## src/sbp_pkg.sv

```systemverilog
// Package of constants for the sector block protection logic
package sbp_pkg;
  // Geometry: 256 KB blocks of 4 KB sectors
  localparam int ADDR_W = 25;
  localparam int BLOCK_SHIFT = 18;
  localparam int NUM_BLOCKS = 128;
  localparam int BLK_W = 7;
  localparam int SECTOR_KB = 4;
  localparam int SECTORS_PER_BLOCK = 64;
  // Bit values
  localparam logic BIT_PROTECT = 1'h0;
  localparam logic BIT_OPEN = 1'h1;
  // Timing, nominal microseconds and nanoseconds
  localparam int CLK_MHZ = 100;
  localparam int PAGE_PROG_US = 200;
  localparam int SECTOR_ERASE_US = 45000;
  localparam int PROG_CYCLES = PAGE_PROG_US * CLK_MHZ;
  localparam int ERASE_CYCLES = SECTOR_ERASE_US * CLK_MHZ;
  localparam int INIT_ACCESS_NS = 50;
  localparam int READ_CYCLES = (INIT_ACCESS_NS * CLK_MHZ + 999) / 1000;
  localparam int CNT_W = 23;
  // Avalon register map (byte addresses)
  localparam logic [7:0] REG_CTRL = 8'h00;
  localparam logic [7:0] REG_ADDR = 8'h04;
  localparam logic [7:0] REG_STATUS = 8'h08;
  localparam logic [7:0] REG_RESULT = 8'h0C;
  // Command codes written to REG_CTRL[3:0]
  localparam logic [3:0] CMD_NONE = 4'h0;
  localparam logic [3:0] CMD_PERS_PROG = 4'h1;
  localparam logic [3:0] CMD_PERS_ERASE = 4'h2;
  localparam logic [3:0] CMD_PERS_READ = 4'h3;
  localparam logic [3:0] CMD_DYN_WRITE = 4'h4;
  localparam logic [3:0] CMD_DYN_READ = 4'h5;
  localparam logic [3:0] CMD_LOCK_CLEAR = 4'h6;
  localparam logic [3:0] CMD_UNLOCK_OK = 4'h7;
  localparam logic [3:0] CMD_SOFT_RESET = 4'h8;
  localparam int CTRL_DYN_VAL_BIT = 4;
  // Status bit positions
  localparam int ST_BUSY = 0;
  localparam int ST_FAIL = 1;
  localparam int ST_LOCK = 2;
  localparam int ST_RD_BLOCK = 3;
  localparam int ST_PWD_MODE = 4;
  localparam int ST_PROTECTED = 5;
  typedef enum logic [3:0] {
    SBP_IDLE  = 4'h1,
    SBP_PROG  = 4'h2,
    SBP_ERASE = 4'h4,
    SBP_READ  = 4'h8
  } sbp_state_e;
endpackage

```

## src/sbp_block_map.sv

```systemverilog
// Address to protection block mapping and protection decision
`timescale 1ns/1ps
`default_nettype none
module sbp_block_map #(
  parameter int AW = sbp_pkg::ADDR_W,
  parameter int BW = sbp_pkg::BLK_W,
  parameter int NB = sbp_pkg::NUM_BLOCKS
) (
  // Query
  input wire logic [AW-1:0] addr,
  input wire logic [NB-1:0] pers_bits,
  input wire logic [NB-1:0] dyn_bits,
  // Result
  output logic [BW-1:0] block_idx,
  output logic is_protected
);
  // One group per 256 KB block; top/bottom selection unused here
  assign block_idx = addr[sbp_pkg::BLOCK_SHIFT +: BW];
  // Either bit at zero protects the block
  assign is_protected = (pers_bits[block_idx] == sbp_pkg::BIT_PROTECT)
    || (dyn_bits[block_idx] == sbp_pkg::BIT_PROTECT);
endmodule
`default_nettype wire

```

## src/sbp_protect.sv

```systemverilog
// Advanced sector block protection engine with Avalon-MM registers
//
// Overview of operation
// - One persistent, one dynamic bit per 256KB block
// - Persistent bits program singly, erase together
// - Erase preprogram and verify done internally
// - Program page time, erase sector time
// - Busy flag readable during program or erase
// - Program drives zero, erase sets all one
// - Lock zero fails program and erase
// - No array reads while programming persistent bit
// - Erase takes no address, no single erase
// - Persistent bit read with initial access latency
// - Fresh persistent bits are all one
// - Dynamic write sets zero protect, one open
// - Protected when either bit is zero
// - Dynamic writes unlimited and never locked
// - Single volatile lock guards persistent bits
// - Persistent mode: lock one at reset, sticky clear
// - Password mode: lock zero, unlock sets one
// - Soft reset keeps lock; clear command only
// - Resets return dynamic bits to open
`timescale 1ns/1ps
`default_nettype none
module sbp_protect #(
  parameter int NB = sbp_pkg::NUM_BLOCKS,
  parameter int PROG_CYC = sbp_pkg::PROG_CYCLES,
  parameter int ERASE_CYC = sbp_pkg::ERASE_CYCLES
) (
  // Clock and reset
  input wire logic sys_clk,
  input wire logic rst,
  // Mode strap: high selects password protection
  input wire logic password_mode,
  // Avalon-MM slave
  input wire logic [7:0] avs_address,
  input wire logic avs_read,
  input wire logic avs_write,
  input wire logic [31:0] avs_writedata,
  input wire logic [3:0] avs_byteenable,
  output logic [31:0] avs_readdata,
  output logic avs_waitrequest,
  // Main array access check
  input wire logic [sbp_pkg::ADDR_W-1:0] array_addr,
  input wire logic array_write_req,
  output logic array_write_ok,
  output logic array_read_ok
);
  localparam int AW = sbp_pkg::ADDR_W;
  localparam int BW = sbp_pkg::BLK_W;
  localparam int CW = sbp_pkg::CNT_W;

  typedef struct packed {
    sbp_pkg::sbp_state_e state;
    logic [NB-1:0] pers;
    logic [NB-1:0] dyn;
    logic lock;
    logic fail;
    logic [CW-1:0] cnt;
    logic [AW-1:0] addr;
    logic result;
    logic [31:0] rdata;
    logic ack;
    logic strap_seen;
  } sbp_state_s;

  sbp_state_s s_q;
  sbp_state_s s_d;

  logic [BW-1:0] cmd_blk;
  logic cmd_prot;
  logic [BW-1:0] arr_blk;
  logic arr_prot;
  logic access;
  logic wr_ctrl;
  logic [3:0] cmd;
  logic busy;

  sbp_block_map u_cmd_map (
    .addr(s_q.addr),
    .pers_bits(s_q.pers),
    .dyn_bits(s_q.dyn),
    .block_idx(cmd_blk),
    .is_protected(cmd_prot)
  );

  sbp_block_map u_arr_map (
    .addr(array_addr),
    .pers_bits(s_q.pers),
    .dyn_bits(s_q.dyn),
    .block_idx(arr_blk),
    .is_protected(arr_prot)
  );

  assign busy = (s_q.state != sbp_pkg::SBP_IDLE);
  assign access = (avs_read || avs_write) && !s_q.ack;
  assign wr_ctrl = avs_write && !s_q.ack && (avs_address == sbp_pkg::REG_CTRL)
    && avs_byteenable[0];
  assign cmd = avs_writedata[3:0];
  // One wait cycle per access; answer on the following edge
  assign avs_waitrequest = (avs_read || avs_write) && !s_q.ack;
  assign avs_readdata = s_q.rdata;
  // Rejected when protected or engine busy
  assign array_write_ok = array_write_req && !arr_prot && !busy;
  assign array_read_ok = (s_q.state != sbp_pkg::SBP_PROG);

  always_comb
  begin
    s_d = s_q;
    s_d.ack = access;
    // Strap sampled on first clock after reset release
    if (!s_q.strap_seen)
    begin
      s_d.strap_seen = 1'h1;
      s_d.lock = password_mode ? 1'h0 : 1'h1;
    end
    case (s_q.state)
      sbp_pkg::SBP_IDLE:
      begin
        if (wr_ctrl)
        begin
          case (cmd)
            sbp_pkg::CMD_PERS_PROG:
            begin
              s_d.fail = 1'h0;
              if (!s_q.lock)
                s_d.fail = 1'h1;
              else
              begin
                s_d.state = sbp_pkg::SBP_PROG;
                s_d.cnt = CW'(PROG_CYC - 1);
              end
            end
            sbp_pkg::CMD_PERS_ERASE:
            begin
              // Address register is ignored for erase
              s_d.fail = 1'h0;
              if (!s_q.lock)
                s_d.fail = 1'h1;
              else
              begin
                s_d.state = sbp_pkg::SBP_ERASE;
                s_d.cnt = CW'(ERASE_CYC - 1);
              end
            end
            sbp_pkg::CMD_PERS_READ, sbp_pkg::CMD_DYN_READ:
            begin
              s_d.result = (cmd == sbp_pkg::CMD_PERS_READ) ? s_q.pers[cmd_blk]
                : s_q.dyn[cmd_blk];
              s_d.state = sbp_pkg::SBP_READ;
              s_d.cnt = CW'(sbp_pkg::READ_CYCLES - 1);
            end
            sbp_pkg::CMD_DYN_WRITE:
              // Accepted whenever idle, no lock involved
              s_d.dyn[cmd_blk] = avs_writedata[sbp_pkg::CTRL_DYN_VAL_BIT];
            sbp_pkg::CMD_LOCK_CLEAR:
              s_d.lock = 1'h0;
            sbp_pkg::CMD_UNLOCK_OK:
              if (password_mode)
                s_d.lock = 1'h1;
            sbp_pkg::CMD_SOFT_RESET:
              // Lock survives a soft reset
              s_d.dyn = {NB{sbp_pkg::BIT_OPEN}};
            default:
              s_d.state = s_q.state;
          endcase
        end
      end
      sbp_pkg::SBP_PROG:
      begin
        if (s_q.cnt == '0)
        begin
          s_d.pers[cmd_blk] = sbp_pkg::BIT_PROTECT;
          s_d.state = sbp_pkg::SBP_IDLE;
        end
        else
          s_d.cnt = s_q.cnt - CW'(1);
      end
      sbp_pkg::SBP_ERASE:
      begin
        // Preprogram and verify folded into the timed erase
        if (s_q.cnt == '0)
        begin
          s_d.pers = {NB{sbp_pkg::BIT_OPEN}};
          s_d.state = sbp_pkg::SBP_IDLE;
        end
        else
          s_d.cnt = s_q.cnt - CW'(1);
      end
      sbp_pkg::SBP_READ:
      begin
        if (s_q.cnt == '0)
          s_d.state = sbp_pkg::SBP_IDLE;
        else
          s_d.cnt = s_q.cnt - CW'(1);
      end
      default:
        s_d.state = sbp_pkg::SBP_IDLE;
    endcase
    // Address register; high unused bits expected zero from host
    if (avs_write && !s_q.ack && avs_address == sbp_pkg::REG_ADDR && !busy)
      s_d.addr = avs_writedata[AW-1:0];
    s_d.rdata = 32'h0;
    if (avs_read && !s_q.ack)
    begin
      case (avs_address)
        sbp_pkg::REG_ADDR:
          s_d.rdata = {{(32-AW){1'b0}}, s_q.addr};
        sbp_pkg::REG_STATUS:
        begin
          s_d.rdata[sbp_pkg::ST_BUSY] = busy && s_q.state != sbp_pkg::SBP_READ;
          s_d.rdata[sbp_pkg::ST_FAIL] = s_q.fail;
          s_d.rdata[sbp_pkg::ST_LOCK] = s_q.lock;
          s_d.rdata[sbp_pkg::ST_RD_BLOCK] = !array_read_ok;
          s_d.rdata[sbp_pkg::ST_PWD_MODE] = password_mode;
          s_d.rdata[sbp_pkg::ST_PROTECTED] = cmd_prot;
        end
        sbp_pkg::REG_RESULT:
          s_d.rdata[0] = s_q.result;
        default:
          s_d.rdata = 32'h0;
      endcase
    end
  end

  always_ff @(posedge sys_clk)
  begin
    if (rst)
    begin
      s_q.state <= sbp_pkg::SBP_IDLE;
      // Persistent bits modelled in flops, reset to factory state
      s_q.pers <= {NB{sbp_pkg::BIT_OPEN}};
      s_q.dyn <= {NB{sbp_pkg::BIT_OPEN}};
      s_q.lock <= 1'h0;
      s_q.fail <= 1'h0;
      s_q.cnt <= '0;
      s_q.addr <= '0;
      s_q.result <= 1'h0;
      s_q.rdata <= 32'h0;
      s_q.ack <= 1'h0;
      s_q.strap_seen <= 1'h0;
    end
    else
      s_q <= s_d;
  end

  a_lock_sticky: assert property (@(posedge sys_clk) disable iff (rst)
    (s_q.strap_seen && !password_mode && !s_q.lock) |=> !s_q.lock)
    else $error("lock set again in persistent mode");
  a_lock_fail: assert property (@(posedge sys_clk) disable iff (rst)
    (wr_ctrl && !busy && !s_q.lock && s_q.strap_seen
     && (cmd == sbp_pkg::CMD_PERS_PROG || cmd == sbp_pkg::CMD_PERS_ERASE))
    |=> (s_q.fail && !busy && $stable(s_q.pers)))
    else $error("locked persistent command executed");
  a_prog_zero: assert property (@(posedge sys_clk) disable iff (rst)
    (s_q.state == sbp_pkg::SBP_PROG && s_q.cnt == '0)
    |=> (s_q.pers[cmd_blk] == 1'b0 && !busy))
    else $error("program did not clear bit");
  a_erase_all: assert property (@(posedge sys_clk) disable iff (rst)
    (s_q.state == sbp_pkg::SBP_ERASE && s_q.cnt == '0) |=> (&s_q.pers))
    else $error("erase did not set all bits");
  a_read_block: assert property (@(posedge sys_clk) disable iff (rst)
    (s_q.state == sbp_pkg::SBP_PROG) |-> !array_read_ok)
    else $error("array read during program");
  a_write_reject: assert property (@(posedge sys_clk) disable iff (rst)
    (array_write_req && (!s_q.pers[arr_blk] || !s_q.dyn[arr_blk])) |-> !array_write_ok)
    else $error("protected block write allowed");
  a_soft_keep: assert property (@(posedge sys_clk) disable iff (rst)
    (wr_ctrl && !busy && cmd == sbp_pkg::CMD_SOFT_RESET && s_q.strap_seen)
    |=> ($stable(s_q.lock) && (&s_q.dyn)))
    else $error("soft reset misbehaved");
  a_dyn_write: assert property (@(posedge sys_clk) disable iff (rst)
    (wr_ctrl && !busy && cmd == sbp_pkg::CMD_DYN_WRITE)
    |=> (s_q.dyn[cmd_blk] == $past(avs_writedata[sbp_pkg::CTRL_DYN_VAL_BIT])))
    else $error("dynamic write lost");
  a_prog_len: assert property (@(posedge sys_clk) disable iff (rst)
    $rose(s_q.state == sbp_pkg::SBP_PROG) |-> (s_q.cnt == CW'(PROG_CYC - 1)))
    else $error("program time wrong");
  a_erase_len: assert property (@(posedge sys_clk) disable iff (rst)
    $rose(s_q.state == sbp_pkg::SBP_ERASE) |-> (s_q.cnt == CW'(ERASE_CYC - 1)))
    else $error("erase time wrong");
  a_clear_only: assert property (@(posedge sys_clk) disable iff (rst)
    (s_q.strap_seen && s_q.lock
     && !(wr_ctrl && !busy && cmd == sbp_pkg::CMD_LOCK_CLEAR)) |=> s_q.lock)
    else $error("lock cleared without clear command");
  a_pwd_hold: assert property (@(posedge sys_clk) disable iff (rst)
    (s_q.strap_seen && password_mode && !s_q.lock
     && !(wr_ctrl && !busy && cmd == sbp_pkg::CMD_UNLOCK_OK)) |=> !s_q.lock)
    else $error("lock set without unlock in password mode");
endmodule
`default_nettype wire

```

## config.mk

```make
export PLATFORM = sky130hd
export DESIGN_NAME = sbp_protect
export DESIGN_NICKNAME = d
export VERILOG_FILES = /design/src/sbp_pkg.sv /design/src/sbp_block_map.sv /design/src/sbp_protect.sv
export SDC_FILE = /design/constraint.sdc
export NUM_CORES = 1
export LEC_CHECK = 0
export BUFFER_PORTS_ARGS = -buffer_cell sky130_fd_sc_hd__buf_2
export CAP_MARGIN = 20
export CORE_MARGIN = 1
export CORE_UTILIZATION = 55
export CTS_BUF_LIST = sky130_fd_sc_hd__clkbuf_4 sky130_fd_sc_hd__clkbuf_8
export DETAILED_ROUTE_END_ITERATION = 6
export MAX_ROUTING_LAYER = met4
export PLACE_DENSITY = 0.78
export SYNTH_ARGS = -nofsm -noshare
export SYNTH_HDL_FRONTEND = slang
export SYNTH_SLANG_ARGS = --single-unit
```

## constraint.sdc

```tcl
create_clock -name sys_clk -period 8.1 [get_ports sys_clk]
set_clock_uncertainty 0.15 [all_clocks]
set_input_delay 0 -clock sys_clk [delete_from_list [all_inputs] [get_ports sys_clk]]
set_output_delay 0 -clock sys_clk [all_outputs]
set_load 0.02 [all_outputs]
```

# --- Word-level counts from Yosys, hierarchy flattened ---
# Index checks and enable logic that the tools add are counted.
classes:
  n_addsub: 1
  n_lt_le_gt_ge: 3
  eq_ne: 26
  mux: 38
  n_bitwise: 8
  reduce_logical: 34
ops:
  columns: ["operator", "n"]
  rows:
  - ["case mux 128 bit (2 select lines)", 2]
  - ["two-way mux 132 bit", 2]
  - ["AND 128 bit", 1]
  - ["bitwise mux 128 bit", 1]
  - ["inverter 128 bit", 1]
  - ["two-way mux 23 bit", 3]
  - ["case mux 23 bit (3 select lines)", 1]
  - ["case mux 23 bit (2 select lines)", 1]
  - ["binary-select mux 1 bit (select 7 bit)", 4]
  - ["two-way mux 25 bit", 1]
  - ["logical NOT 23 bit", 1]
  - ["subtractor 23 x 1 -> 23 bit (second input constant)", 1]
  - ["== test 4 x 3 -> 1 bit (second input constant)", 5]
  - ["== test 8 x 4 -> 1 bit (second input constant)", 2]
  - ["less-than comparator 7 x 8 -> 1 bit (second input constant)", 2]
  - ["two-way mux 4 bit", 4]
  - ["case mux 4 bit (4 select lines)", 1]
  - ["== test 4 x 2 -> 1 bit (second input constant)", 3]
  - ["two-way mux 1 bit", 12]
  - ["case mux 4 bit (3 select lines)", 1]
  - ["AND reduction 3 bit", 4]
  - ["logical AND 1 bit", 11]
  - ["!= test 2 bit (second input constant)", 5]
  - ["case mux 5 bit (2 select lines)", 1]
  - ["21 further kinds", 40]
totals:
  ff_bits: 345
  in_bits: 75
  output_inout_bits: 35
  word_cells: 122

# --- Depth between registers and ports, before layout ---
# Gate-level depths: netlist of the first run.
logic_depth:
  depth_word: 8
  depth_mapped: 11
  mapped_depth_nobuf: 9

# --- By module ---
# From an unflattened synthesis of the first run, not the netlist that was laid out.
unflattened:
  hier_cells: 2165
  area_unflattened_um2: 17888.4
modules_own_cells:
  columns: ["mod", "n_inst", "cells_each", "area_per_inst_um2", "seq_area_each_um2"]
  rows:
  - ["sbp_protect", 1, 1627, 14780.4, 6766.5]
  - ["sbp_block_map", 2, 269, 1554.0, 0.0]

# --- Least setup slack after synthesis of the first run ---
# OpenSTA, ideal clock, no wires.
synth_path:
  kind: "reg-to-reg"
  start: "reg s_q[74] (netlist name)"
  end: "reg s_q[337] (netlist name)"
  setup_time_ns: 0.129
  t_arrival_ns: 2.389
  required_time_ns: 7.821
  path_slack_ns: 5.431
  stages_incl_launch_ff: 10
  path_buffers: 2
  period_less_slack_ns: 2.669
  path_cell_list: "dfxtp_1 > or4_4 > or4b_4 > nor4_4 > and2_1 > buf_4 > nand3_2 > buf_2 > o21ai_1 > nand2_1"
synth_between:
  elab_chain_cells: 3
  word_cells_on_any_way: 4
  classes_between: "eq/ne: 2; reduce/logical: 2"
synth_rtl:
  columns: ["element", "line", "source"]
  rows:
  - ["start: declaration", "sbp_protect.sv:67", "sbp_state_s s_q;"]
  - ["logical NOT 23 bit *", "sbp_protect.sv:171, sbp_protect.sv:182", null]
  - ["!= test 2 bit (no line)", null, null]
  - ["AND reduction 3 bit (no line) *", null, null]
# Every way passes the cells marked *; elsewhere a longest branch is shown, timed or not.
# A chain may end at the register's enable or synchronous reset.

# --- Worst setup path in the final report of the first run ---
layout_path:
  start: "reg s_q[55] (netlist name)"
  end: "reg s_q (netlist bit avs_readdata[5])"
layout_between:
  elab_chain_cells: 5
  word_cells_on_any_way: 8
  classes_between: "mux: 5; bitwise: 2; reduce/logical: 1"
layout_rtl:
  columns: ["element", "line", "source"]
  rows:
  - ["binary-select mux 1 bit (select 7 bit) (on tied branches)", "sbp_block_map.sv:20, sbp_block_map.sv:21", null]
  - ["two-way mux 1 bit (on tied branches)", "sbp_block_map.sv:20, sbp_block_map.sv:21", null]
  - ["inverter 1 bit (on tied branches)", "sbp_block_map.sv:20, sbp_block_map.sv:21", null]
  - ["logical OR 1 bit *", "sbp_block_map.sv:21", "|| (dyn_bits[block_idx] == sbp_pkg::BIT_PROTECT);"]
  - ["case mux 5 bit (2 select lines) *", "sbp_protect.sv:206", "case (avs_address)"]
# Every way passes the cells marked *; elsewhere a longest branch is shown, timed or not. The select of a mux whose other input is x is not followed.

==> results, run 1 <==
- The number of antenna violations at the first check in global routing is 0.
- The hold violation total from the final report is 0.
- For this design the static power due to leakage is 6.793 nW.
- For the worst setup path, the data required time is 8.39 ns.
- Headroom to the max-slew limit came out at 0.1708.
- The post-cts sizing count is 0.
- Yosys printed 0 warnings.
- The number of buffers inserted during clock tree synthesis is 53.
- The number of nets in the final layout is roughly 2000.
- The total count of max-transition violations in the final report was 0.
- Entering global routing, the biggest net connects 103 pins.
- The first global-routing pass estimated 83.50 mm of wire.
- The run finished with clean final reports.
- The fraction of final layout cells with drive strength greater than 1 is 0.1381.
- The number of placement rows is 62.
- Setup repair after global routing left no endpoint under its margin.
- Once layout is complete, the utilization of the core stands at 0.6253.
- The largest total area in the synthesized netlist belongs to sky130_fd_sc_hd__dfxtp_1.
- The post-synthesis area per instance is 8.449 µm².
- For this run, the total global-route usage over all layers was measured as 0.3621.
- Dividing total power by cell area gives a power density of around 180 nW/µm².
- The wire length per cell is around 23 µm.
- Sorting the synthesized cells by area gives the leading types as sky130_fd_sc_hd__dfxtp_1, sky130_fd_sc_hd__o21ai_0, sky130_fd_sc_hd__nand2_1.
- The kind of start point of the critical path is a flop.
- After detailed routing, the number of vias per cell comes to 6.681.
- The root buffer selected by CTS is sky130_fd_sc_hd__clkbuf_8.
- For this run, the number of standard cells in the final layout without fillers is 2353.
- The total DRC errors in the routed layout is 0.
- CTS saw 338 sinks.
- The final number of setup-violating endpoints is 0.
- The layout-stage area growth over the synthesis result is 11.24%.
- The insertion delay to the later sink of the worst-skew pair is roughly 0.60 ns.
- Synthesis produced between 1500 and 2000 cells.
- The final total power is 3.312 mW.
- The initial detailed-routing violation count is 2334.
- The min-delay analysis places its worst path in the category in -> reg.
- The top achievable clock speed is 0.2138 GHz.
- Data arrives at the worst endpoint at 4.97 ns.
- The maximum vdd ir drop is 0.0001184 V.
- The height of the chip is approximately 170 µm.
- The cell with the largest stage delay on the worst path is sky130_fd_sc_hd__nor2b_2.
- The floorplan step defined a core boundary enclosing 28940 µm².
- The initial utilization of the core area, before any placement, comes to 0.5621.
- Pin placement for this block handled 110 I/O pins.
- The number of antenna diodes is 0.
- The number of global-route vias before repair is 14934.
- The maximum clock path buffer count is 3.
- The count of buffers added on input and output ports is 74.
- The number of H-tree branching levels is 2.
- The antenna violation net count after detailed routing is 0.
- Summing over every cut layer, the via total after detailed routing is 15721.
- The flop-to-flop setup slack is 3.42 ns.
- The number of flops mapped to enable cells by yosys is 0.
- The count of placed standard cells including taps is 2195.
- The number of optimization iterations in the first detailed-route pass is 6.
- The number of distinct library cell variants in the gate-level netlist after synthesis is 74.
- The die footprint is 30260 µm².
- The startpoint-to-endpoint class of the critical path is reg -> reg.
- The total standard cell area after synthesis is between 15000 and 20000 µm².
- Traced cell by cell, the critical path runs through buf_4 > nor2b_2 > a22oi_1 > a31o_2 > a31oi_1 > a311oi_1 > o31ai_1 > a21oi_1.
- The top cell type's share of synthesized area is 0.4160.
- On the final layout, the worst hold slack is 0.05982 ns.
- For the finished layout, the period the worst path requires is between 4 and 5 ns.
- The total overflow left after global routing is 0.
- In the synthesized netlist the dominant register cell turns out to be sky130_fd_sc_hd__dfxtp_1.
- The proportion of synthesized flip-flops having asynchronous set or reset is 0.
- STA classifies the critical path endpoint as a flop.
- The total of flip-flops plus latches after synthesis is 338.
- For this run, the slowest stage of the critical path takes just over 0.9 ns.
- Across the run, the number of max-cap violations was 0.
- Measured along the x axis, the die boundary spans 174.0 µm.
- The final estimated routing congestion in global placement is a little over 0.9.
- The maximum net fanout on the critical path is 58.
- The share of the Yosys chip area taken by registers is 0.4160.
- At the pin with the least slew margin, the transition time is 1.240 ns.
- The detailed placer's ending HPWL is 30.05 mm.
- The TritonCTS clock tree is done.
- The period utilization is 0.5773.
- After routing, the total negative slack on setup checks comes to 0 ns.
- The routed design has 54.05 mm of wire.
- After clock tree synthesis, the clock-pin slew on the worst setup and hold paths is 0.07 ns.
==> synthesized netlist by cell type (3+ instances only) <==
cell type / number
sky130_fd_sc_hd__a2111oi_0: 5
sky130_fd_sc_hd__a211oi_1: 9
sky130_fd_sc_hd__a21o_1: 5
sky130_fd_sc_hd__a21oi_1: 64
sky130_fd_sc_hd__a221o_1: 7
sky130_fd_sc_hd__a221oi_1: 11
sky130_fd_sc_hd__a22o_1: 3
sky130_fd_sc_hd__a22oi_1: 13
sky130_fd_sc_hd__a31oi_1: 4
sky130_fd_sc_hd__and2_1: 20
sky130_fd_sc_hd__and3_1: 6
sky130_fd_sc_hd__buf_1: 9
sky130_fd_sc_hd__buf_2: 28
sky130_fd_sc_hd__buf_4: 36
sky130_fd_sc_hd__buf_6: 4
sky130_fd_sc_hd__clkbuf_1: 125
sky130_fd_sc_hd__dfxtp_1: 338
sky130_fd_sc_hd__inv_1: 16
sky130_fd_sc_hd__mux2_2: 20
sky130_fd_sc_hd__mux2i_1: 39
sky130_fd_sc_hd__mux4_2: 40
sky130_fd_sc_hd__nand2_1: 341
sky130_fd_sc_hd__nand2_2: 4
sky130_fd_sc_hd__nand2_4: 5
sky130_fd_sc_hd__nand2b_1: 8
sky130_fd_sc_hd__nand3_1: 55
sky130_fd_sc_hd__nand3_4: 3
sky130_fd_sc_hd__nand3b_1: 5
sky130_fd_sc_hd__nand4_1: 3
sky130_fd_sc_hd__nor2_1: 68
sky130_fd_sc_hd__nor2b_1: 10
sky130_fd_sc_hd__nor3_1: 21
sky130_fd_sc_hd__nor3b_1: 6
sky130_fd_sc_hd__nor4_1: 8
sky130_fd_sc_hd__o2111ai_1: 14
sky130_fd_sc_hd__o211ai_1: 158
sky130_fd_sc_hd__o21ai_0: 264
sky130_fd_sc_hd__o21ai_1: 71
sky130_fd_sc_hd__o22ai_1: 8
sky130_fd_sc_hd__o31ai_1: 6
sky130_fd_sc_hd__or3_1: 6
sky130_fd_sc_hd__or4_1: 3
sky130_fd_sc_hd__xnor2_1: 6
sky130_fd_sc_hd__xor2_1: 10
==> placed cells by master (no fill, tap or decap), drive strengths merged, types with 14 or more instances in the layout <==
cell and count:
a21oi 64, and2 21, buf 87, clkbuf 80
dfxtp 338, dlygate4sd3 66, inv 16, mux2 20
mux2i 39, mux4 40, nand2 350, nand3 60
nor2 68, nor3 22, o2111ai 14, o211ai 158
o21ai 335
==> flip-flops by register name (all words and copies together) (netlist names) <==
name	count
s_q	313
avs_readdata	25
==> kinds of logic (layout without fill, tap and decap cells) <==
group,after synthesis,in the layout,share of synthesized area
fa+ha+maj,1,1,0.0007692
compound gates,658,658,0.2466
flops,338,338,0.4160
other cells,1,7,0.0002306
xor+xnor,16,16,0.008616
buf+inv,220,258,0.06408
mux,99,99,0.09324
simple gates,592,592,0.1705
==> path summary, 6_finish.rpt <==
check	cells past startpoint	to	start
worst max-delay path	8	avs_readdata[5]	s_q[55]
worst max register to register	8	avs_readdata[5]	s_q[55]
worst min register to register	1	avs_readdata[12]	s_q[47]
worst min-delay path	6	s_q[34]	avs_byteenable[0]
==> routing by layer <==
| layer | vias to the layer above | wire [µm] | global-route usage | part of all wire |
|---|---|---|---|---|
| met1 | 7320 | 20000 | 0.4458 | 0.37 |
| met2 | 1131 | 24250 | 0.5330 | 0.45 |
| met5 | - | 0 | - | 0 |
| met4 | 0 | 3474 | 0.2244 | 0.064 |
| li1 | 6964 | - | - | - |
| met3 | 306 | 6321 | 0.08946 | 0.12 |
==> area by class of cell <==
| class | count | area (µm²) |
|---|---|---|
| fillers | 2386 | 10840 |
| multi-input cells | 1373 | 8518 |
| flip-flops and latches | 338 | 6773 |
| repair buffers | 153 | 1182 |
| clock buffers | 80 | 1007 |
| well taps | 384 | 480.5 |
| clock inverters | 8 | 67.56 |
| inverters | 17 | 63.81 |
==> what timing repair did <==
item,4_1_cts,5_1_grt
setup buffers,0,0
hold buffers,66,0
hold endpoints to repair,54,0
==> through the flow <==
stage | setup WS (ns) | area, µm²
3_5_place_dp | 3.790 | 16280
2_1_floorplan | 5.431 | 16290
5_1_grt | 3.445 | 18090
6_report | 3.424 | 18090
4_1_cts | 3.751 | 18010
3_3_place_gp | 3.877 | 16280
==> worst max-delay path, delay by kind of cell, from the launching register on <==
family | cells | cell delay [ns]
buffers and inverters | 1 | 0.61
DFF | 1 | 0.90
and+or+nand+nor | 1 | 0.92
AOI/OAI and AO/OA | 6 | 1.90
==> where the power goes <==
part           internal, mW  switching [mW]  leakage (nW)
combinational        0.0541          0.0963          3.48
sequential             1.66         0.00160          2.74
clock                 0.817           0.679         0.574
No activity file was read; power rests on OpenSTA's default activity.
==> run 2: changes to the inputs <==
==> constraint.sdc (replaced) <==
create_clock -name sys_clk -period 4.8 [get_ports sys_clk]
set_clock_uncertainty 0.15 [all_clocks]
set_input_delay 0 -clock sys_clk [delete_from_list [all_inputs] [get_ports sys_clk]]
set_output_delay 0 -clock sys_clk [all_outputs]
set_load 0.02 [all_outputs]
==> results, run 2 (synthesized netlist as in run 1, its figures left out) <==
- The flow ran to the end, and the final reports show no timing, DRC or antenna violations.
- The critical path data required time came to 5.11 ns (-3.28 ns).
- The maximum net fanout on the critical path is 20 (-66%).
- The area of the core came to 28940 µm² (unchanged).
- The insertion delay to the later sink of the worst-skew pair is 0.61 ns (about the same).
- The sink count of the clock tree came to 338 (unchanged).
- The antenna violation net count after detailed routing is 0 (unchanged).
- The number of antenna violations at the first check in global routing is 0 (unchanged).
- The number of placement rows is 62 (unchanged).
- The worst slew margin relative to its limit is 0.2775 (+0.1067).
- The global-route wire length before repair is 83.86 mm (+0.43%).
- The slew at the pin closest to its max-slew limit came to 1.081 ns (-0.1596 ns).
- Counting flops per register, the top entry is s_q.
- The total congestion overflow is 0 (unchanged).
- The standard cell area after detailed placement is 16410 µm² (+0.80%).
- The detailed placer's ending HPWL was 31.04 mm (+3.3%).
- The total leakage power came to 6.888 nW (+1.4%).
- The number of buffers inserted during clock tree synthesis is 54 (+1.9%).
- The initial detailed-routing violation count is 2178 (-6.7%).
- The arrival time at the worst endpoint was 4.25 ns (-0.72 ns).
- The total DRC errors in the routed layout is 0 (unchanged).
- The cell area power density is 309.2 nW/µm² (+69%).
- The number of nets in the final layout was 2031 (+0.94%).
- The startpoint-to-endpoint class of the critical path is reg -> reg.
- The number of global-route vias before repair is 14853 (-0.54%).
- The number of H-tree branching levels was 2 (unchanged).
- The I/O pin total is 110 (unchanged).
- The maximum vdd ir drop is 0.0001469 V (+24%).
- The worst setup path is launched from a flop.
- The maximum clock path buffer count is 3 (unchanged).
- The number of antenna diodes is 0 (unchanged).
- The total global routing track utilization came to 0.3644 (+0.002384).
- The post-CTS clock slew at the launch and capture registers of the worst setup and hold paths is 0.06 ns (about the same).
- The initial core utilization came to 0.5621 (unchanged).
- The final sum of negative setup slack is 0 ns (unchanged).
- STA classifies the critical path endpoint as a flop.
- The height of the chip is 174.0 µm (unchanged).
- The register area is 6773 µm² (unchanged).
- The fill cell total of the finished layout came to 2326 (-2.5%).
- The die footprint is 30260 µm² (unchanged).
- The period utilization is 0.8196 (+0.2423).
- The final estimated routing congestion in global placement is 0.9436 (+1.1%).
- Setup repair after global routing left no endpoint under its margin.
- The minimum clock period after layout came to 3.934 ns (-0.7422 ns).
- The number of setup buffers added after CTS is 0 (unchanged).
- The width of the chip is 174.0 µm (unchanged).
- The final number of setup-violating endpoints came to 0 (unchanged).
- The final total power was 5.642 mW (+70%).
- The total count of max-transition violations in the final report is 0 (unchanged).
- The root buffer selected by CTS is sky130_fd_sc_hd__clkbuf_8.
- The number of hold-repair buffers added at the cts stage is 71 (+7.6%).
- The number of optimization iterations in the first detailed-route pass was 6 (unchanged).
- The number of flip-flops in the largest register is 313 (unchanged).
- The vias after detailed routing was 15872 (+0.96%).
- The final instance area was 18250 µm² (+0.84%).
- The post-detailed-route via-to-cell ratio is 6.680 (about the same).
- The core occupancy in the finished layout is 0.6305 (+0.005276).
- The worst hold path belongs to the class in -> reg.
- The fraction of final layout cells with drive strength greater than 1 is 0.1451 (+0.006939).
- The hold violation total from the final report came to 0 (unchanged).
- The max-cap violation count is 0 (unchanged).
- The post-cts sizing count is 0 (unchanged).
- The final routed wirelength across all metal layers was 54.35 mm (+0.56%).
- The count of buffers inserted at the top-level ports is 74 (unchanged).
- TritonCTS built the clock tree.
- The multi-input logic area came to 8516 µm² (about the same).
- The top achievable clock speed came to 0.2542 GHz (+19%).
- The library cells used most frequently in the layout, excluding fill and tap cells, are sky130_fd_sc_hd__nand2_1, sky130_fd_sc_hd__dfxtp_1, sky130_fd_sc_hd__o21ai_0, sky130_fd_sc_hd__o211ai_1, sky130_fd_sc_hd__buf_2.
- The wire length per cell is 22.88 µm (-0.42%).
- The largest net degree at the start of global routing is 96 (-6.8%).
- Compared with the post-synthesis result, the final layout area differs by 12.18%.
- The leading cell type in the layout, fill and taps excluded is sky130_fd_sc_hd__nand2_1.
[run 2: cell types whose count changed in the layout (fill, tap and decap cells not counted), sizes merged]
cell,delta
clkinvlp,+2
inv,+1
dlygate4sd3,+5
buf,+13
clkbuf,+2
[run 2: critical path, stage by stage (launching register included)]
cell and delay [ns]:
sky130_fd_sc_hd__dfxtp_2 0.84, sky130_fd_sc_hd__inv_1 0.63, sky130_fd_sc_hd__mux4_2 0.63, sky130_fd_sc_hd__a311o_1 0.29
sky130_fd_sc_hd__a211oi_1 0.57, sky130_fd_sc_hd__a311oi_1 0.20, sky130_fd_sc_hd__o31ai_1 0.35, sky130_fd_sc_hd__a21oi_1 0.11
[run 2: metal layers]
layer,wire [µm],up-vias,part of all wire,track usage
li1,-,7010,-,-
met5,0,-,0,-
met3,6416,335,0.12,0.09624
met1,19990,7436,0.37,0.4393
met4,3803,0,0.070,0.2372
met2,24140,1091,0.44,0.5378
[run 2: per-stage QoR]
stage / cells / worst slack (ns) / hold slack (ns)
floorplan: 1931 / 2.131 / -0.03497
global placement: 2211 / 1.120 / 0.09945
detailed placement: 2211 / 1.116 / 0.1007
CTS: 2375 / 1.083 / 0.006534
global route: 2376 / 0.7666 / 0.08389
finish: 2376 / 0.8657 / 0.03368
[run 2: cell type report]
class | instances | area share
Inverter | 17 | 0.003497
Clock inverter | 11 | 0.005006
Sequential cell | 338 | 0.3712
Tap cell | 384 | 0.02633
Multi-Input combinational cell | 1373 | 0.4667
Clock buffer | 82 | 0.05603
Timing Repair Buffer | 171 | 0.07118
[run 2: path summary, 6_finish.rpt]
path | start | to | slack (ns) | cells past startpoint
max | s_q[53] | avs_readdata[5] | 0.87 | 7
min | avs_address[5] | s_q[341] | 0.03 | 6
max reg2reg | s_q[53] | avs_readdata[5] | 0.87 | 7
min reg2reg | s_q[47] | avs_readdata[12] | 0.31 | 1
[run 2: report_power, final]
| group | switching (mW) | internal, mW |
|---|---|---|
| Combinational | 0.160 | 0.0889 |
| Sequential | 0.00280 | 2.81 |
| Clock | 1.18 | 1.41 |
| Total | 1.34 | 4.30 |
==> run 3: changes to the inputs <==
--- a/config.mk
+++ b/config.mk
@@ -5,6 +5,7 @@
 export SDC_FILE = /design/constraint.sdc
 export NUM_CORES = 1
 export LEC_CHECK = 0
+export ABC_AREA = 1
 export BUFFER_PORTS_ARGS = -buffer_cell sky130_fd_sc_hd__buf_2
 export CAP_MARGIN = 20
 export CORE_MARGIN = 1
@@ -12,7 +13,7 @@
 export CTS_BUF_LIST = sky130_fd_sc_hd__clkbuf_4 sky130_fd_sc_hd__clkbuf_8
 export DETAILED_ROUTE_END_ITERATION = 6
 export MAX_ROUTING_LAYER = met4
-export PLACE_DENSITY = 0.78
+export PLACE_DENSITY = 0.8
 export SYNTH_ARGS = -nofsm -noshare
 export SYNTH_HDL_FRONTEND = slang
 export SYNTH_SLANG_ARGS = --single-unit
==> constraint.sdc (replaced) <==
create_clock -name sys_clk -period 3.15 [get_ports sys_clk]
set_clock_uncertainty 0.15 [all_clocks]
set_input_delay 0 -clock sys_clk [delete_from_list [all_inputs] [get_ports sys_clk]]
set_output_delay 0 -clock sys_clk [all_outputs]
set_load 0.02 [all_outputs]
==> results, run 3 <==
- The run finished, with violations left.
- The checks that failed: DRC, hold timing.
- The gate count of the mapped netlist is 2704 (+40%).
- The fill cell total of the finished layout is 2734 (+18%).
- The sink count of the clock tree is 338 (unchanged).
- The maximum vdd ir drop came to 0.0004557 V (+210%).
- The area of the core is 32450 µm² (+12%).
- The initial detailed-routing violation count is 2533 (+16%).
- The number of distinct library cell variants in the gate-level netlist after synthesis is 50 (-32%).
- The total number of yosys warnings is 0 (unchanged).
- STA classifies the critical path endpoint as a flop.
- The final number of setup-violating endpoints came to 0 (unchanged).
- The number of global-route vias before repair is 18772 (+26%).
- The fraction of final layout cells with drive strength greater than 1 is 0.1103 (-0.03480).
- The count of placed standard cells including taps is 3060 (+38%).
- The number of buffers inserted during clock tree synthesis is 56 (+3.7%).
- The arrival time at the worst endpoint is 3.44 ns (-0.81 ns).
- The final routed wirelength across all metal layers came to 61.17 mm (+13%).
- The maximum net fanout on the critical path was 5 (-75%).
- The worst slew margin relative to its limit is 0.2631 (-0.01436).
- The number of antenna violations at the first check in global routing is 3 (+3).
- The worst hold path terminates at avs_readdata[0].
- The flip-flop cell with the highest count after synthesis is sky130_fd_sc_hd__dfxtp_1.
- By area the synthesized netlist is led by sky130_fd_sc_hd__dfxtp_1, sky130_fd_sc_hd__nand2_1, sky130_fd_sc_hd__o21ai_0.
- The number of cells in the finished layout apart from fillers is 3247 (+37%).
- The proportion of synthesized flip-flops having asynchronous set or reset is 0 (unchanged).
- The number of nets in the final layout is 2833 (+39%).
- The maximum clock path buffer count came to 3 (unchanged).
- The worst hold margin is -0.00008410 ns (-0.03377 ns).
- The origin of the critical flop-to-flop path is s_q[343].
- The insertion delay to the later sink of the worst-skew pair was 0.63 ns (+0.02 ns).
- The commonest cells after synthesis are sky130_fd_sc_hd__nand2_1, sky130_fd_sc_hd__o21ai_0, sky130_fd_sc_hd__dfxtp_1, sky130_fd_sc_hd__inv_1, sky130_fd_sc_hd__nor2_1.
- The cell area power density is 466.9 nW/µm² (+51%).
- The number of optimization iterations in the first detailed-route pass is 7 (+1).
- The post-synthesis area per instance is 6.693 µm² (-21%).
- The flop-to-flop setup slack is 0.33 ns (-0.54 ns).
- The top achievable clock speed is between 0.3 and 0.4 GHz.
- The total leakage power was 9.469 nW (+37%).
- Leaving out fill and tap cells, the most frequent cells in the layout are sky130_fd_sc_hd__nand2_1, sky130_fd_sc_hd__o21ai_0, sky130_fd_sc_hd__dfxtp_1, sky130_fd_sc_hd__inv_1, sky130_fd_sc_hd__nor2_1.
- The width of the chip is 183.4 µm (+5.4%).
- The largest net degree at the start of global routing is 257 (+170%).
- The die footprint is 33640 µm² (+11%).
- The total count of max-transition violations in the final report is 0 (unchanged).
- The instance count along the most critical hold path was 8 (+2).
- The part of the Yosys area used for sequential elements is 0.3739 (-0.04216).
- The initial core utilization is 0.5577 (-0.004419).
- The number of placement rows is 66 (+6.5%).
- The final estimated routing congestion in global placement was 0.9231 (-2.2%).
- The global-route wire length before repair is 96.45 mm (+15%).
- The antenna violation net count after detailed routing is 0 (unchanged).
- The top cell type's share of synthesized area is 0.3739 (-0.04216).
- The number of cell instances on the worst register-to-register path is 7 (unchanged).
- The total DRC errors in the routed layout is 4 (+4).
- The total global routing track utilization came to 0.3702 (+0.005740).
- The slew at the pin closest to its max-slew limit is 1.105 ns (+0.02457 ns).
- The period utilization is 0.9602.
- TritonCTS built the clock tree.
- The total standard cell area after synthesis is 18100 µm² (+11%).
- The synthesized design spends more area on one cell type than any other, namely sky130_fd_sc_hd__dfxtp_1.
- The number of H-tree branching levels came to 2 (unchanged).
- The hold path startpoint is avs_address[6].
- The total congestion overflow is 0 (unchanged).
- The post-detailed-route via-to-cell ratio is 6.091 (-8.8%).
- The final instance area is 20820 µm² (+14%).
- The vias after detailed routing was 19777 (+25%).
- The final sum of negative setup slack came to 0 ns (unchanged).
- The hold violation total from the final report was 1 (+1).
- The kind of start point of the critical path is an input port.
- The critical path data required time was 3.57 ns (-1.54 ns).
- The number of flops mapped to enable cells by yosys is 0 (unchanged).
- The number of flip-flops in the largest register is 313 (unchanged).
- The library cell used most frequently in the layout, excluding fill and tap cells, is sky130_fd_sc_hd__nand2_1.
- The I/O pin total is 110 (unchanged).
- The total of flip-flops plus latches after synthesis was 338 (unchanged).
- The height of the chip is 183.4 µm (+5.4%).
- The detailed placer's ending HPWL came to 34.52 mm (+11%).
- Setup repair after global routing left no endpoint under its margin.
- The count of buffers inserted at the top-level ports is 74 (unchanged).
- The routed design could run at a clock period as short as 3.025 ns.
- The max-cap violation count was 0 (unchanged).
- The classification of the worst-slack hold path is in -> reg.
- More flip-flops sit in one register than any other, and that register is s_q.
- The standard cell area after detailed placement is 18650 µm² (+14%).
- The startpoint-to-endpoint class of the critical path is in -> reg.
- The wire length per cell is 18.84 µm (-18%).
- The endpoint of the worst-slack reg-to-reg timing path is s_q[56].
- The post-CTS clock slew at the launch and capture registers of the worst setup and hold paths is 0.07 ns (about the same).
- The root buffer selected by CTS is sky130_fd_sc_hd__clkbuf_8.
- The most common cell in the synthesized netlist is sky130_fd_sc_hd__nand2_1.
- The layout-stage area growth over the synthesis result is 15.01%.
## run 3: cell count changes after synthesis, sizes merged, moves of 37 or more
cell,previous run,this run
mux4,40,0
a21oi,64,101
nand3,60,202
inv,16,280
o311ai,1,128
o21ai,335,387
mux2i,39,2
o211ai,158,26
nand2,350,645
nor2,68,239
## run 3: what timing repair did
item | CTS | global route
hold endpoints to repair | 125 | 0
hold buffers | 79 | 0
setup endpoints to repair | 0 | 168
buffers inserted | 0 | 3
gates resized for setup | 0 | 7
## run 3: how the worst max path moves through the flow
stage,start,endpoint,slack (ns),cells after the start
6_report,avs_address[1],avs_readdata[4],0.13,11
5_1_grt,avs_address[1],s_q[80],0.05,17
4_1_cts,avs_address[7],s_q[55],0.14,11
3_5_place_dp,s_q[53],s_q[34],0.51,15
3_3_place_gp,s_q[53],s_q[34],0.54,15
2_1_floorplan,s_q[60],s_q[76],1.11,12
## run 3: cell families (layout without fill, tap and decap cells)
kind of cell,after synthesis,count (layout),share of synthesized area
buf+inv,504,596,0.1216
mux,2,2,0.001106
other cells,1,10,0.0002072
compound gates,686,686,0.2258
simple gates,1168,1168,0.2748
xor+xnor,4,4,0.001936
flops,338,338,0.3739
fa+ha+maj,1,1,0.0006912
## run 3: power breakdown
| part | internal, mW | switching (mW) | total [mW] |
|---|---|---|---|
| Clock | 2.63 | 1.91 | 4.54 |
| Sequential | 4.29 | 0.0253 | 4.32 |
| Combinational | 0.249 | 0.617 | 0.866 |
## run 3: final cells by class
| type | count | area, µm² | area share |
|---|---|---|---|
| multi-input cells | 1868 | 9219 | 0.4429 |
| flip-flops and latches | 338 | 6770 | 0.3253 |
| repair buffers | 212 | 1879 | 0.09029 |
| clock buffers | 87 | 1141 | 0.05482 |
| inverters | 281 | 1060 | 0.05091 |
| well taps | 442 | 553.0 | 0.02657 |
| clock inverters | 16 | 185.2 | 0.008896 |
| diodes | 3 | 7.507 | 0.0003607 |
## run 3: critical path, cell delays in order
cell and delay (ns):
sky130_fd_sc_hd__dlygate4sd3_1 0.54, sky130_fd_sc_hd__buf_2 0.13, sky130_fd_sc_hd__or2_4 0.30, sky130_fd_sc_hd__nor2_4 0.08, sky130_fd_sc_hd__dlygate4sd3_1 0.58, sky130_fd_sc_hd__inv_2 0.08
sky130_fd_sc_hd__nor3_4 0.25, sky130_fd_sc_hd__nand2_1 0.14, sky130_fd_sc_hd__dlygate4sd3_1 0.62, sky130_fd_sc_hd__a21oi_1 0.14, sky130_fd_sc_hd__dlygate4sd3_1 0.58
## run 3: per-layer routing
metal  global-route usage  up-vias  routed length [µm]
met1               0.4262     9049               22820
met2               0.5741     1285               27520
met5                    -        -                   0
met3              0.09651      299                7346
li1                     -     9144                   -
met4               0.2310        0                3483
## run 3: metrics by stage
step           utilization  setup WS (ns)  power (mW)
2_1_floorplan            -          1.107       4.889
3_3_place_gp        0.5748         0.5429       5.137
3_5_place_dp        0.5748         0.5126       5.150
4_1_cts             0.6400         0.1371       9.623
5_1_grt             0.6414        0.05134       9.975
6_report            0.6414         0.1252       9.719
